<file path="config.mk">
export PLATFORM = sky130hd
export DESIGN_NAME = pmx_port_pin_function_mux
export DESIGN_NICKNAME = d
export VERILOG_FILES = /design/src/shared/pmx_pkg.sv /design/src/hdl/pmx_port_pin_function_mux.sv
export SDC_FILE = /design/constraint.sdc
export NUM_CORES = 1
export LEC_CHECK = 0
export BUFFER_PORTS_ARGS = -buffer_cell sky130_fd_sc_hd__buf_4
export CORE_MARGIN = 2
export CORE_UTILIZATION = 37
export DETAILED_ROUTE_END_ITERATION = 10
export PLACE_DENSITY_LB_ADDON = 0.08
export SETUP_SLACK_MARGIN = 0.3
export SLEW_MARGIN = 5
export SYNTH_ARGS = -nofsm -noshare
export SYNTH_HDL_FRONTEND = slang
export SYNTH_SLANG_ARGS = --single-unit
</file>
<file path="constraint.sdc">
create_clock -name clk -period 6.14 [get_ports clk]
set_input_delay 1.228 -clock clk [delete_from_list [all_inputs] [get_ports clk]]
set_output_delay 1.228 -clock clk [all_outputs]
set_load 0.1 [all_outputs]
</file>
<file path="src/shared/pmx_pkg.sv">
// Notes on behaviour
// - Select registers steer each muxed pin to exactly one function.
// - Low select: sixteen 2-bit fields, pin n at bits 2n+1:2n, reset GPIO.
// - Pin 0: UART0 TxD, pulse 1, none. Pin 1: UART0 RxD, pulse 3, EXTINT0.
// - Pin 2: I2C SCL, T0 capture 0. Pin 3: I2C SDA, T0 match 0, EXTINT1.
// - Pin 4: SPI0 SCK, T0 capture 1. Pin 5: SPI0 MISO, T0 match 1.
// - Pin 6: SPI0 MOSI, T0 capture 2. Pin 7: SPI0 SSEL, pulse 2, EXTINT2.
// - Pins 8-10: UART1 TxD/pulse 4, RxD/pulse 6/EXTINT3, RTS/T1 capture 0.
// - Pins 11-15: UART1 modem lines on 01; timer 1 and EXTINT on 10.
// - Direction bit counts only under GPIO; else the peripheral sets it.
// - Unrouted enabled peripherals see no guaranteed behaviour.
// - Three RW select registers at fixed addresses; reads give last write.
package pmx_pkg;

   localparam int unsigned PMX_PINS          = 16;
   localparam int unsigned PMX_FIELD_W       = 2;

   localparam logic [31:0] PMX_ADDR_SEL_LOW  = 32'he002c000;
   localparam logic [31:0] PMX_ADDR_SEL_HIGH = 32'he002c004;
   localparam logic [31:0] PMX_ADDR_TRACE    = 32'he002c014;

   localparam logic [31:0] PMX_SEL_LOW_RST   = 32'h00000000;
   localparam logic [31:0] PMX_SEL_HIGH_RST  = 32'h00000000;
   localparam logic [31:0] PMX_TRACE_RST     = 32'h00000000;
   localparam int unsigned PMX_DEBUG_EN_BIT  = 2;
   localparam int unsigned PMX_TRACE_EN_BIT  = 3;

   localparam logic [1:0]  PMX_FN_GPIO       = 2'h0;
   localparam logic [1:0]  PMX_FN_ALT1       = 2'h1;
   localparam logic [1:0]  PMX_FN_ALT2       = 2'h2;
   localparam logic [1:0]  PMX_FN_ALT3       = 2'h3;

   typedef struct packed {
      logic [31:0] addr;
      logic [31:0] wdata;
      logic        wr;
      logic        rd;
   } pmx_bus_req_t;

   // Outputs the peripherals offer to the pins
   typedef struct packed {
      logic       uart0_txd;
      logic       uart1_txd;
      logic       uart1_rts;
      logic       uart1_dtr;
      logic       i2c_scl_pull_low;
      logic       i2c_sda_pull_low;
      logic       spi0_sck;
      logic       spi0_sck_oe;
      logic       spi0_miso;
      logic       spi0_miso_oe;
      logic       spi0_mosi;
      logic       spi0_mosi_oe;
      logic [1:0] t0_match;
      logic [1:0] t1_match;
      logic [6:1] pwm;
   } pmx_periph_out_t;

   // Pin levels handed to the peripherals
   typedef struct packed {
      logic       uart0_rxd;
      logic       uart1_rxd;
      logic       uart1_cts;
      logic       uart1_dsr;
      logic       uart1_dcd;
      logic       uart1_ri;
      logic       i2c_scl_in;
      logic       i2c_sda_in;
      logic       spi0_sck_in;
      logic       spi0_miso_in;
      logic       spi0_mosi_in;
      logic       spi0_ssel_in;
      logic [2:0] t0_capture;
      logic [1:0] t1_capture;
      logic [3:0] external_interrupt;
   } pmx_periph_in_t;

   // Idle level of every peripheral input when no pin feeds it
   localparam pmx_periph_in_t PMX_IN_IDLE = '{
      uart0_rxd: 1'b1, uart1_rxd: 1'b1, uart1_cts: 1'b1, uart1_dsr: 1'b1,
      uart1_dcd: 1'b1, uart1_ri: 1'b1, i2c_scl_in: 1'b1, i2c_sda_in: 1'b1,
      spi0_sck_in: 1'b0, spi0_miso_in: 1'b0, spi0_mosi_in: 1'b0,
      spi0_ssel_in: 1'b1, t0_capture: 3'h0, t1_capture: 2'h0,
      external_interrupt: 4'h0};

   function automatic logic [1:0] pmx_field(input logic [31:0] sel,
                                            input int unsigned n);
      return sel[PMX_FIELD_W*n +: PMX_FIELD_W];
   endfunction

endpackage

</file>
<file path="src/hdl/pmx_port_pin_function_mux.sv">
`timescale 1ns/1ps
module pmx_port_pin_function_mux (
   // Clock and reset
   input  wire logic                     clk,
   input  wire logic                     sys_rst,
   // Register port
   input  wire pmx_pkg::pmx_bus_req_t    bus_req,
   output logic [31:0]                   rdata,
   // GPIO controller
   input  wire logic [15:0]              gpio_out,
   input  wire logic [15:0]              gpio_direction_bits,
   output logic [15:0]                   gpio_in,
   // Peripherals
   input  wire pmx_pkg::pmx_periph_out_t periph_out,
   output pmx_pkg::pmx_periph_in_t       periph_in,
   // Port 0 pins 0 to 15
   input  wire logic [15:0]              pin_in,
   output logic [15:0]                   pin_out,
   output logic [15:0]                   pin_oe,
   // Other select registers, for blocks outside
   output logic [31:0]                   sel_high,
   output logic                          debug_port_en,
   output logic                          trace_port_en
);
   import pmx_pkg::*;

   logic [31:0]     sel_low_ff;
   logic [31:0]     sel_high_ff;
   logic [31:0]     trace_sel_ff;
   logic [31:0]     nxt_sel_low;
   logic [31:0]     rdata_ff;
   logic [15:0]     pin_meta_ff;
   logic [15:0]     pin_sync_ff;
   logic [15:0]     pin_out_ff;
   logic [15:0]     pin_oe_ff;
   logic [15:0]     gpio_in_ff;
   logic            debug_en_ff;
   logic            trace_en_ff;
   pmx_periph_in_t  periph_in_ff;
   pmx_periph_in_t  nxt_periph_in;
   logic [3:0]      cand_out [PMX_PINS];
   logic [3:0]      cand_oe  [PMX_PINS];
   logic            wr_low;
   logic            wr_high;
   logic            wr_trace;

   function automatic logic hit(input logic [31:0] sel,
                                input int unsigned n,
                                input logic [1:0]  code);
      return pmx_field(sel, n) == code;
   endfunction

   assign wr_low   = bus_req.wr && bus_req.addr == PMX_ADDR_SEL_LOW;
   assign wr_high  = bus_req.wr && bus_req.addr == PMX_ADDR_SEL_HIGH;
   assign wr_trace = bus_req.wr && bus_req.addr == PMX_ADDR_TRACE;

   // Routing is computed from the value being written so the pins move
   // on the same edge that loads the register
   assign nxt_sel_low = wr_low ? bus_req.wdata : sel_low_ff;

   // Select registers
   always_ff @(posedge clk) begin
      if (sys_rst) begin
         sel_low_ff <= PMX_SEL_LOW_RST;
      end else begin
         sel_low_ff <= nxt_sel_low;
      end
   end

   always_ff @(posedge clk) begin
      if (sys_rst) begin
         sel_high_ff  <= PMX_SEL_HIGH_RST;
         trace_sel_ff <= PMX_TRACE_RST;
         debug_en_ff  <= 1'b0;
         trace_en_ff  <= 1'b0;
      end else begin
         if (wr_high) begin
            sel_high_ff <= bus_req.wdata;
         end
         if (wr_trace) begin
            trace_sel_ff <= bus_req.wdata;
            debug_en_ff  <= bus_req.wdata[PMX_DEBUG_EN_BIT];
            trace_en_ff  <= bus_req.wdata[PMX_TRACE_EN_BIT];
         end
      end
   end

   // Read data one cycle after the strobe; unmapped reads give zero
   always_ff @(posedge clk) begin
      if (sys_rst) begin
         rdata_ff <= 32'h00000000;
      end else if (bus_req.rd) begin
         case (bus_req.addr)
            PMX_ADDR_SEL_LOW:  rdata_ff <= sel_low_ff;
            PMX_ADDR_SEL_HIGH: rdata_ff <= sel_high_ff;
            PMX_ADDR_TRACE:    rdata_ff <= trace_sel_ff;
            default:           rdata_ff <= 32'h00000000;
         endcase
      end else begin
         rdata_ff <= 32'h00000000;
      end
   end

   // Pins come from outside the clock domain
   always_ff @(posedge clk) begin
      if (sys_rst) begin
         pin_meta_ff <= 16'h0000;
         pin_sync_ff <= 16'h0000;
      end else begin
         pin_meta_ff <= pin_in;
         pin_sync_ff <= pin_meta_ff;
      end
   end

   // Candidate drive per pin and function code; reserved codes stay
   // undriven so a bad write can never fight the board
   always_comb begin
      for (int n = 0; n < PMX_PINS; n++) begin
         cand_out[n]    = 4'h0;
         cand_oe[n]     = 4'h0;
         cand_out[n][0] = gpio_out[n];
         cand_oe[n][0]  = gpio_direction_bits[n];
      end
      cand_out[0][1]  = periph_out.uart0_txd;
      cand_oe[0][1]   = 1'b1;
      cand_out[0][2]  = periph_out.pwm[1];
      cand_oe[0][2]   = 1'b1;
      cand_out[1][2]  = periph_out.pwm[3];
      cand_oe[1][2]   = 1'b1;
      // I2C lines are open drain: drive low or release
      cand_oe[2][1]   = periph_out.i2c_scl_pull_low;
      cand_oe[3][1]   = periph_out.i2c_sda_pull_low;
      cand_out[3][2]  = periph_out.t0_match[0];
      cand_oe[3][2]   = 1'b1;
      cand_out[4][1]  = periph_out.spi0_sck;
      cand_oe[4][1]   = periph_out.spi0_sck_oe;
      cand_out[5][1]  = periph_out.spi0_miso;
      cand_oe[5][1]   = periph_out.spi0_miso_oe;
      cand_out[5][2]  = periph_out.t0_match[1];
      cand_oe[5][2]   = 1'b1;
      cand_out[6][1]  = periph_out.spi0_mosi;
      cand_oe[6][1]   = periph_out.spi0_mosi_oe;
      cand_out[7][2]  = periph_out.pwm[2];
      cand_oe[7][2]   = 1'b1;
      cand_out[8][1]  = periph_out.uart1_txd;
      cand_oe[8][1]   = 1'b1;
      cand_out[8][2]  = periph_out.pwm[4];
      cand_oe[8][2]   = 1'b1;
      cand_out[9][2]  = periph_out.pwm[6];
      cand_oe[9][2]   = 1'b1;
      cand_out[10][1] = periph_out.uart1_rts;
      cand_oe[10][1]  = 1'b1;
      cand_out[12][2] = periph_out.t1_match[0];
      cand_oe[12][2]  = 1'b1;
      cand_out[13][1] = periph_out.uart1_dtr;
      cand_oe[13][1]  = 1'b1;
      cand_out[13][2] = periph_out.t1_match[1];
      cand_oe[13][2]  = 1'b1;
   end

   // Pin drive, registered so a rewrite of other fields cannot glitch
   always_ff @(posedge clk) begin
      if (sys_rst) begin
         pin_out_ff <= 16'h0000;
         pin_oe_ff  <= 16'h0000;
      end else begin
         for (int n = 0; n < PMX_PINS; n++) begin
            pin_out_ff[n] <= cand_out[n][pmx_field(nxt_sel_low, n)];
            pin_oe_ff[n]  <= cand_oe[n][pmx_field(nxt_sel_low, n)];
         end
      end
   end

   // Input side: a peripheral sees a pin only while its code is selected;
   // otherwise it gets a quiet idle level
   always_comb begin
      nxt_periph_in = PMX_IN_IDLE;
      if (hit(nxt_sel_low, 1, PMX_FN_ALT1)) begin
         nxt_periph_in.uart0_rxd = pin_sync_ff[1];
      end
      if (hit(nxt_sel_low, 2, PMX_FN_ALT1)) begin
         nxt_periph_in.i2c_scl_in = pin_sync_ff[2];
      end
      if (hit(nxt_sel_low, 3, PMX_FN_ALT1)) begin
         nxt_periph_in.i2c_sda_in = pin_sync_ff[3];
      end
      if (hit(nxt_sel_low, 4, PMX_FN_ALT1)) begin
         nxt_periph_in.spi0_sck_in = pin_sync_ff[4];
      end
      if (hit(nxt_sel_low, 5, PMX_FN_ALT1)) begin
         nxt_periph_in.spi0_miso_in = pin_sync_ff[5];
      end
      if (hit(nxt_sel_low, 6, PMX_FN_ALT1)) begin
         nxt_periph_in.spi0_mosi_in = pin_sync_ff[6];
      end
      if (hit(nxt_sel_low, 7, PMX_FN_ALT1)) begin
         nxt_periph_in.spi0_ssel_in = pin_sync_ff[7];
      end
      if (hit(nxt_sel_low, 9, PMX_FN_ALT1)) begin
         nxt_periph_in.uart1_rxd = pin_sync_ff[9];
      end
      if (hit(nxt_sel_low, 11, PMX_FN_ALT1)) begin
         nxt_periph_in.uart1_cts = pin_sync_ff[11];
      end
      if (hit(nxt_sel_low, 12, PMX_FN_ALT1)) begin
         nxt_periph_in.uart1_dsr = pin_sync_ff[12];
      end
      if (hit(nxt_sel_low, 14, PMX_FN_ALT1)) begin
         nxt_periph_in.uart1_dcd = pin_sync_ff[14];
      end
      if (hit(nxt_sel_low, 15, PMX_FN_ALT1)) begin
         nxt_periph_in.uart1_ri = pin_sync_ff[15];
      end
      nxt_periph_in.t0_capture[0] = hit(nxt_sel_low, 2, PMX_FN_ALT2)
                                    & pin_sync_ff[2];
      nxt_periph_in.t0_capture[1] = hit(nxt_sel_low, 4, PMX_FN_ALT2)
                                    & pin_sync_ff[4];
      nxt_periph_in.t0_capture[2] = hit(nxt_sel_low, 6, PMX_FN_ALT2)
                                    & pin_sync_ff[6];
      nxt_periph_in.t1_capture[0] = hit(nxt_sel_low, 10, PMX_FN_ALT2)
                                    & pin_sync_ff[10];
      nxt_periph_in.t1_capture[1] = hit(nxt_sel_low, 11, PMX_FN_ALT2)
                                    & pin_sync_ff[11];
      // Two pins may feed one interrupt line; they are ORed
      nxt_periph_in.external_interrupt[0] =
         hit(nxt_sel_low, 1, PMX_FN_ALT3) & pin_sync_ff[1];
      nxt_periph_in.external_interrupt[1] =
         (hit(nxt_sel_low, 3, PMX_FN_ALT3) & pin_sync_ff[3]) |
         (hit(nxt_sel_low, 14, PMX_FN_ALT2) & pin_sync_ff[14]);
      nxt_periph_in.external_interrupt[2] =
         (hit(nxt_sel_low, 7, PMX_FN_ALT3) & pin_sync_ff[7]) |
         (hit(nxt_sel_low, 15, PMX_FN_ALT2) & pin_sync_ff[15]);
      nxt_periph_in.external_interrupt[3] =
         hit(nxt_sel_low, 9, PMX_FN_ALT3) & pin_sync_ff[9];
   end

   always_ff @(posedge clk) begin
      if (sys_rst) begin
         periph_in_ff <= PMX_IN_IDLE;
         gpio_in_ff   <= 16'h0000;
      end else begin
         periph_in_ff <= nxt_periph_in;
         // GPIO always reads back the pin level, whatever the selection
         gpio_in_ff   <= pin_sync_ff;
      end
   end

   assign rdata         = rdata_ff;
   assign pin_out       = pin_out_ff;
   assign pin_oe        = pin_oe_ff;
   assign periph_in     = periph_in_ff;
   assign gpio_in       = gpio_in_ff;
   assign sel_high      = sel_high_ff;
   assign debug_port_en = debug_en_ff;
   assign trace_port_en = trace_en_ff;

endmodule

</file>
==> qor.txt <==
Status -> complete, no violations
GRT Total Usage -> 21.15%
Synth Warn # -> 0
Mapped Cells -> 907
Crit-path cells -> buf_4 -> nor4_1 -> and4_1 -> buf_4 -> nand3_2 -> buf_4 -> mux2i_1 -> or4b_1
R2R setup slack -> 4750 ps
Final setup viols -> 0
Port bufs -> 271
Share of cells above drive strength 1 -> 31.38%
Largest family of logic cells by synthesized area -> simple AND/OR/NAND/NOR gates
Hold Path Stages -> 1
Peak VDD IR -> 0.0002338 V
Most common cell on crit path -> buf_4
Synth Register Bits -> 229
Maximum operating frequency -> 262.2 MHz
Req. time, crit path -> 6530 ps
Async S/R FF share, synth -> 0%
Sequential share of the synthesized area -> 51.61%
Worst reg2reg path depth -> 2
H-Tree Depth -> 1
Drt via density -> 5.042
Post-route ant nets -> 0
CTS tree -> yes
Util after Layout -> 50.90%
EDFF count, synth -> 0
Setup crit end kind -> flip-flop
Setup clock skew after layout -> 8.382 ps
Pin count of the biggest net entering global routing -> 77
Tmin final -> 3814 ps
Post CTS Setup Buffer Count -> 0
Die outline area -> 25260 um^2
Unrepaired setup endpoints after global routing -> no
IO Pins -> 273
Critical Path Fanout Max -> 31
Rel. slew slack -> 24.81%
Mapped Area -> 8882 um^2
Row count -> 56
Post-synthesis compound-gate area fraction -> 8.621%
Cts bufs inserted -> 26
WL per Instance -> 18.47 um
Max-Cap Viols -> 0
Fin. max-slew vios -> 0
Hold Slack -> 433.7 ps
Initial Util -> 37.73%
Post-synth cell types -> 57
Post-Synthesis Net Count -> 1045
Post-synthesis xor/xnor area fraction -> 0%
Global route overflow -> 0
Routability congestion estimate -> 0.7913
Post-Synth Simple-Gate Area -> 21.14%
Root Buffer -> clkbuf_16
Critical Path Start Type -> input pin
# fillers -> 2278
Nets -> 1297
Ant diodes -> 0
Core ar. -> 23540 um^2
Vias in the first global route -> 7306
Worst Setup Path Type -> in2reg
Slowest stage delay, CP -> 510 ps
Die width -> 158.9 um
Via count -> 7538
Ys flop type -> dfxtp_1
Clk sinks -> 229
Final Hold Fails -> 0
Pleak -> 5.259 nW
Post-Route Setup TNS -> 0 ps
DR pass1 iterations -> 5
Hpwl dp -> 18.71 mm
Clk pin slew, worst setup/hold paths -> 60 ps
Initial antenna violation count -> 1
Area delta synth->final -> 34.91%
Die Span Y -> 158.9 um
Cts hold-fix bufs -> 0
Initial DRC count -> 424
Post-synthesis mux area share -> 15.17%
Synth Area in Adders -> 0%
CTS resizes -> 0
Final Cycle Share -> 62.13%
Syn_area_per_cell -> 9.793 um^2
First-pass GRT wire length -> 42.61 mm
Worst EP arrival -> 4210 ps
Least-Margin Pin Slew -> 1128 ps
DR DRC count -> 0
PD cells -> 272.7 nW/um^2
Max Buffers Root-to-Sink -> 3
Hold/Removal Path Class -> reg2reg
Final WL -> 27.61 mm
Clock latency on the worst-skew pair -> 520 ps
Crit-path slowest cell -> mux2i_1
==> layer usage <==
layer | track usage (%) | share of wire [%] | wire, um
met3 | 6.095 | 8.1 | 2231
met2 | 33.07 | 44 | 12270
met4 | 5.207 | 2.3 | 643
met5 | 0 | 0 | 0
met1 | 28.92 | 45 | 12470
==> worst max-delay path, delay by kind of cell <==
kind	cells	cell delay, ps
buffers and inverters	3	850
multiplexers	1	510
AND/OR/NAND/NOR	4	1590
==> Yosys cell counts (5+ instances only) <==
| master | count | area [um^2] |
|---|---|---|
| dfxtp_1 | 229 | 4584 |
| nand2_1 | 135 | 506.7 |
| mux2i_1 | 89 | 890.9 |
| nor2_1 | 70 | 262.8 |
| nor2b_1 | 47 | 294.0 |
| clkbuf_1 | 44 | 165.2 |
| mux2_2 | 34 | 382.9 |
| a22oi_1 | 32 | 240.2 |
| a21oi_1 | 27 | 135.1 |
| nand2b_1 | 19 | 118.9 |
| nor3_1 | 18 | 90.09 |
| nand3_1 | 13 | 65.06 |
| inv_1 | 12 | 45.04 |
| nand3b_1 | 11 | 82.58 |
| o21ai_0 | 11 | 55.05 |
| and4_1 | 10 | 87.58 |
| nor4_1 | 9 | 56.30 |
| buf_2 | 8 | 40.04 |
| a2111oi_0 | 7 | 61.31 |
| nand4_1 | 7 | 43.79 |
| a32oi_1 | 6 | 52.55 |
| buf_4 | 5 | 37.54 |
| o31ai_1 | 5 | 37.54 |
==> metrics by stage <==
stage	area, um^2	power, W	worst slack (ps)	instances
final	11980	0.003268	2326	1495
after global routing	11980	0.003388	2175	1495
after CTS	11980	0.003302	2332	1495
after detailed placement	11190	0.001848	1787	1450
after global placement	11190	0.001847	1799	1450
after floorplan	8882	0.001719	3237	907
==> path summary, 6_finish.rpt <==
| kind | from | end |
|---|---|---|
| worst max-delay path | bus_req[58] | periph_in[14]$_SDFF_PP1_ |
| worst min-delay path | pin_meta_ff[15]$_SDFF_PP0_ | pin_sync_ff[15]$_SDFF_PP0_ |
| worst max register to register | sel_low_ff[5]$_SDFF_PP0_ | periph_in[14]$_SDFF_PP1_ |
| worst min register to register | pin_meta_ff[15]$_SDFF_PP0_ | pin_sync_ff[15]$_SDFF_PP0_ |
==> where the power goes <==
group / internal, W / total, W / switching [W]
logic: 0.000104 / 0.000298 / 0.000193
clock network: 0.000855 / 0.00145 / 0.000598
registers: 0.00151 / 0.00152 / 0.00000713
total: 0.00247 / 0.00327 / 0.000799
==> registers in the layout, summed over array words and instances, names as in the netlist <==
register      count
gpio_in          16
periph_in        21
pin_meta_ff      16
pin_oe           16
pin_out          16
pin_sync_ff      16
rdata            32
sel_high         32
sel_low_ff       32
trace_sel_ff     32
==> cells in the final DEF (no fill, tap or decap), types with 3 or more instances in the layout <==
master and n:
clkinv_2 7, nor3_1 17, o31ai_1 5, nor4_1 9
nand2b_1 19, nand4_1 7, mux2_1 4, or4b_1 4
a32oi_1 6, dfxtp_1 229, mux2_2 34, o21ai_0 11
and2_1 4, nor2b_1 47, inv_1 12, clkbuf_1 9
clkbuf_16 27, a211oi_1 3, a2111oi_0 7, nor2_1 69
a22oi_1 32, buf_4 283, a21oi_1 27, and4_1 10
nand3_1 12, mux2i_1 89, nand2_1 135, nor3b_1 3
nand3b_1 11
==> cell families (layout without fill, tap and decap cells) <==
family | count (synthesis) | after routing
and+or+nand+nor | 368 | 368
DFF | 229 | 229
muxes | 129 | 129
AOI/OAI and AO/OA | 109 | 109
buffers and inverters | 72 | 341
==> layout make-up <==
type / instances / area (um^2) / share of cell area, %
multi-input cells: 606 / 4035 / 33.67
inverters: 13 / 51.30 / 0.4281
clock inverters: 8 / 65.06 / 0.5430
well taps: 319 / 399.1 / 3.331
flip-flops and latches: 229 / 4584 / 38.26
repair buffers: 283 / 2125 / 17.73
clock buffers: 37 / 723.2 / 6.035
Note: power is estimated with default switching activity, not from simulation.
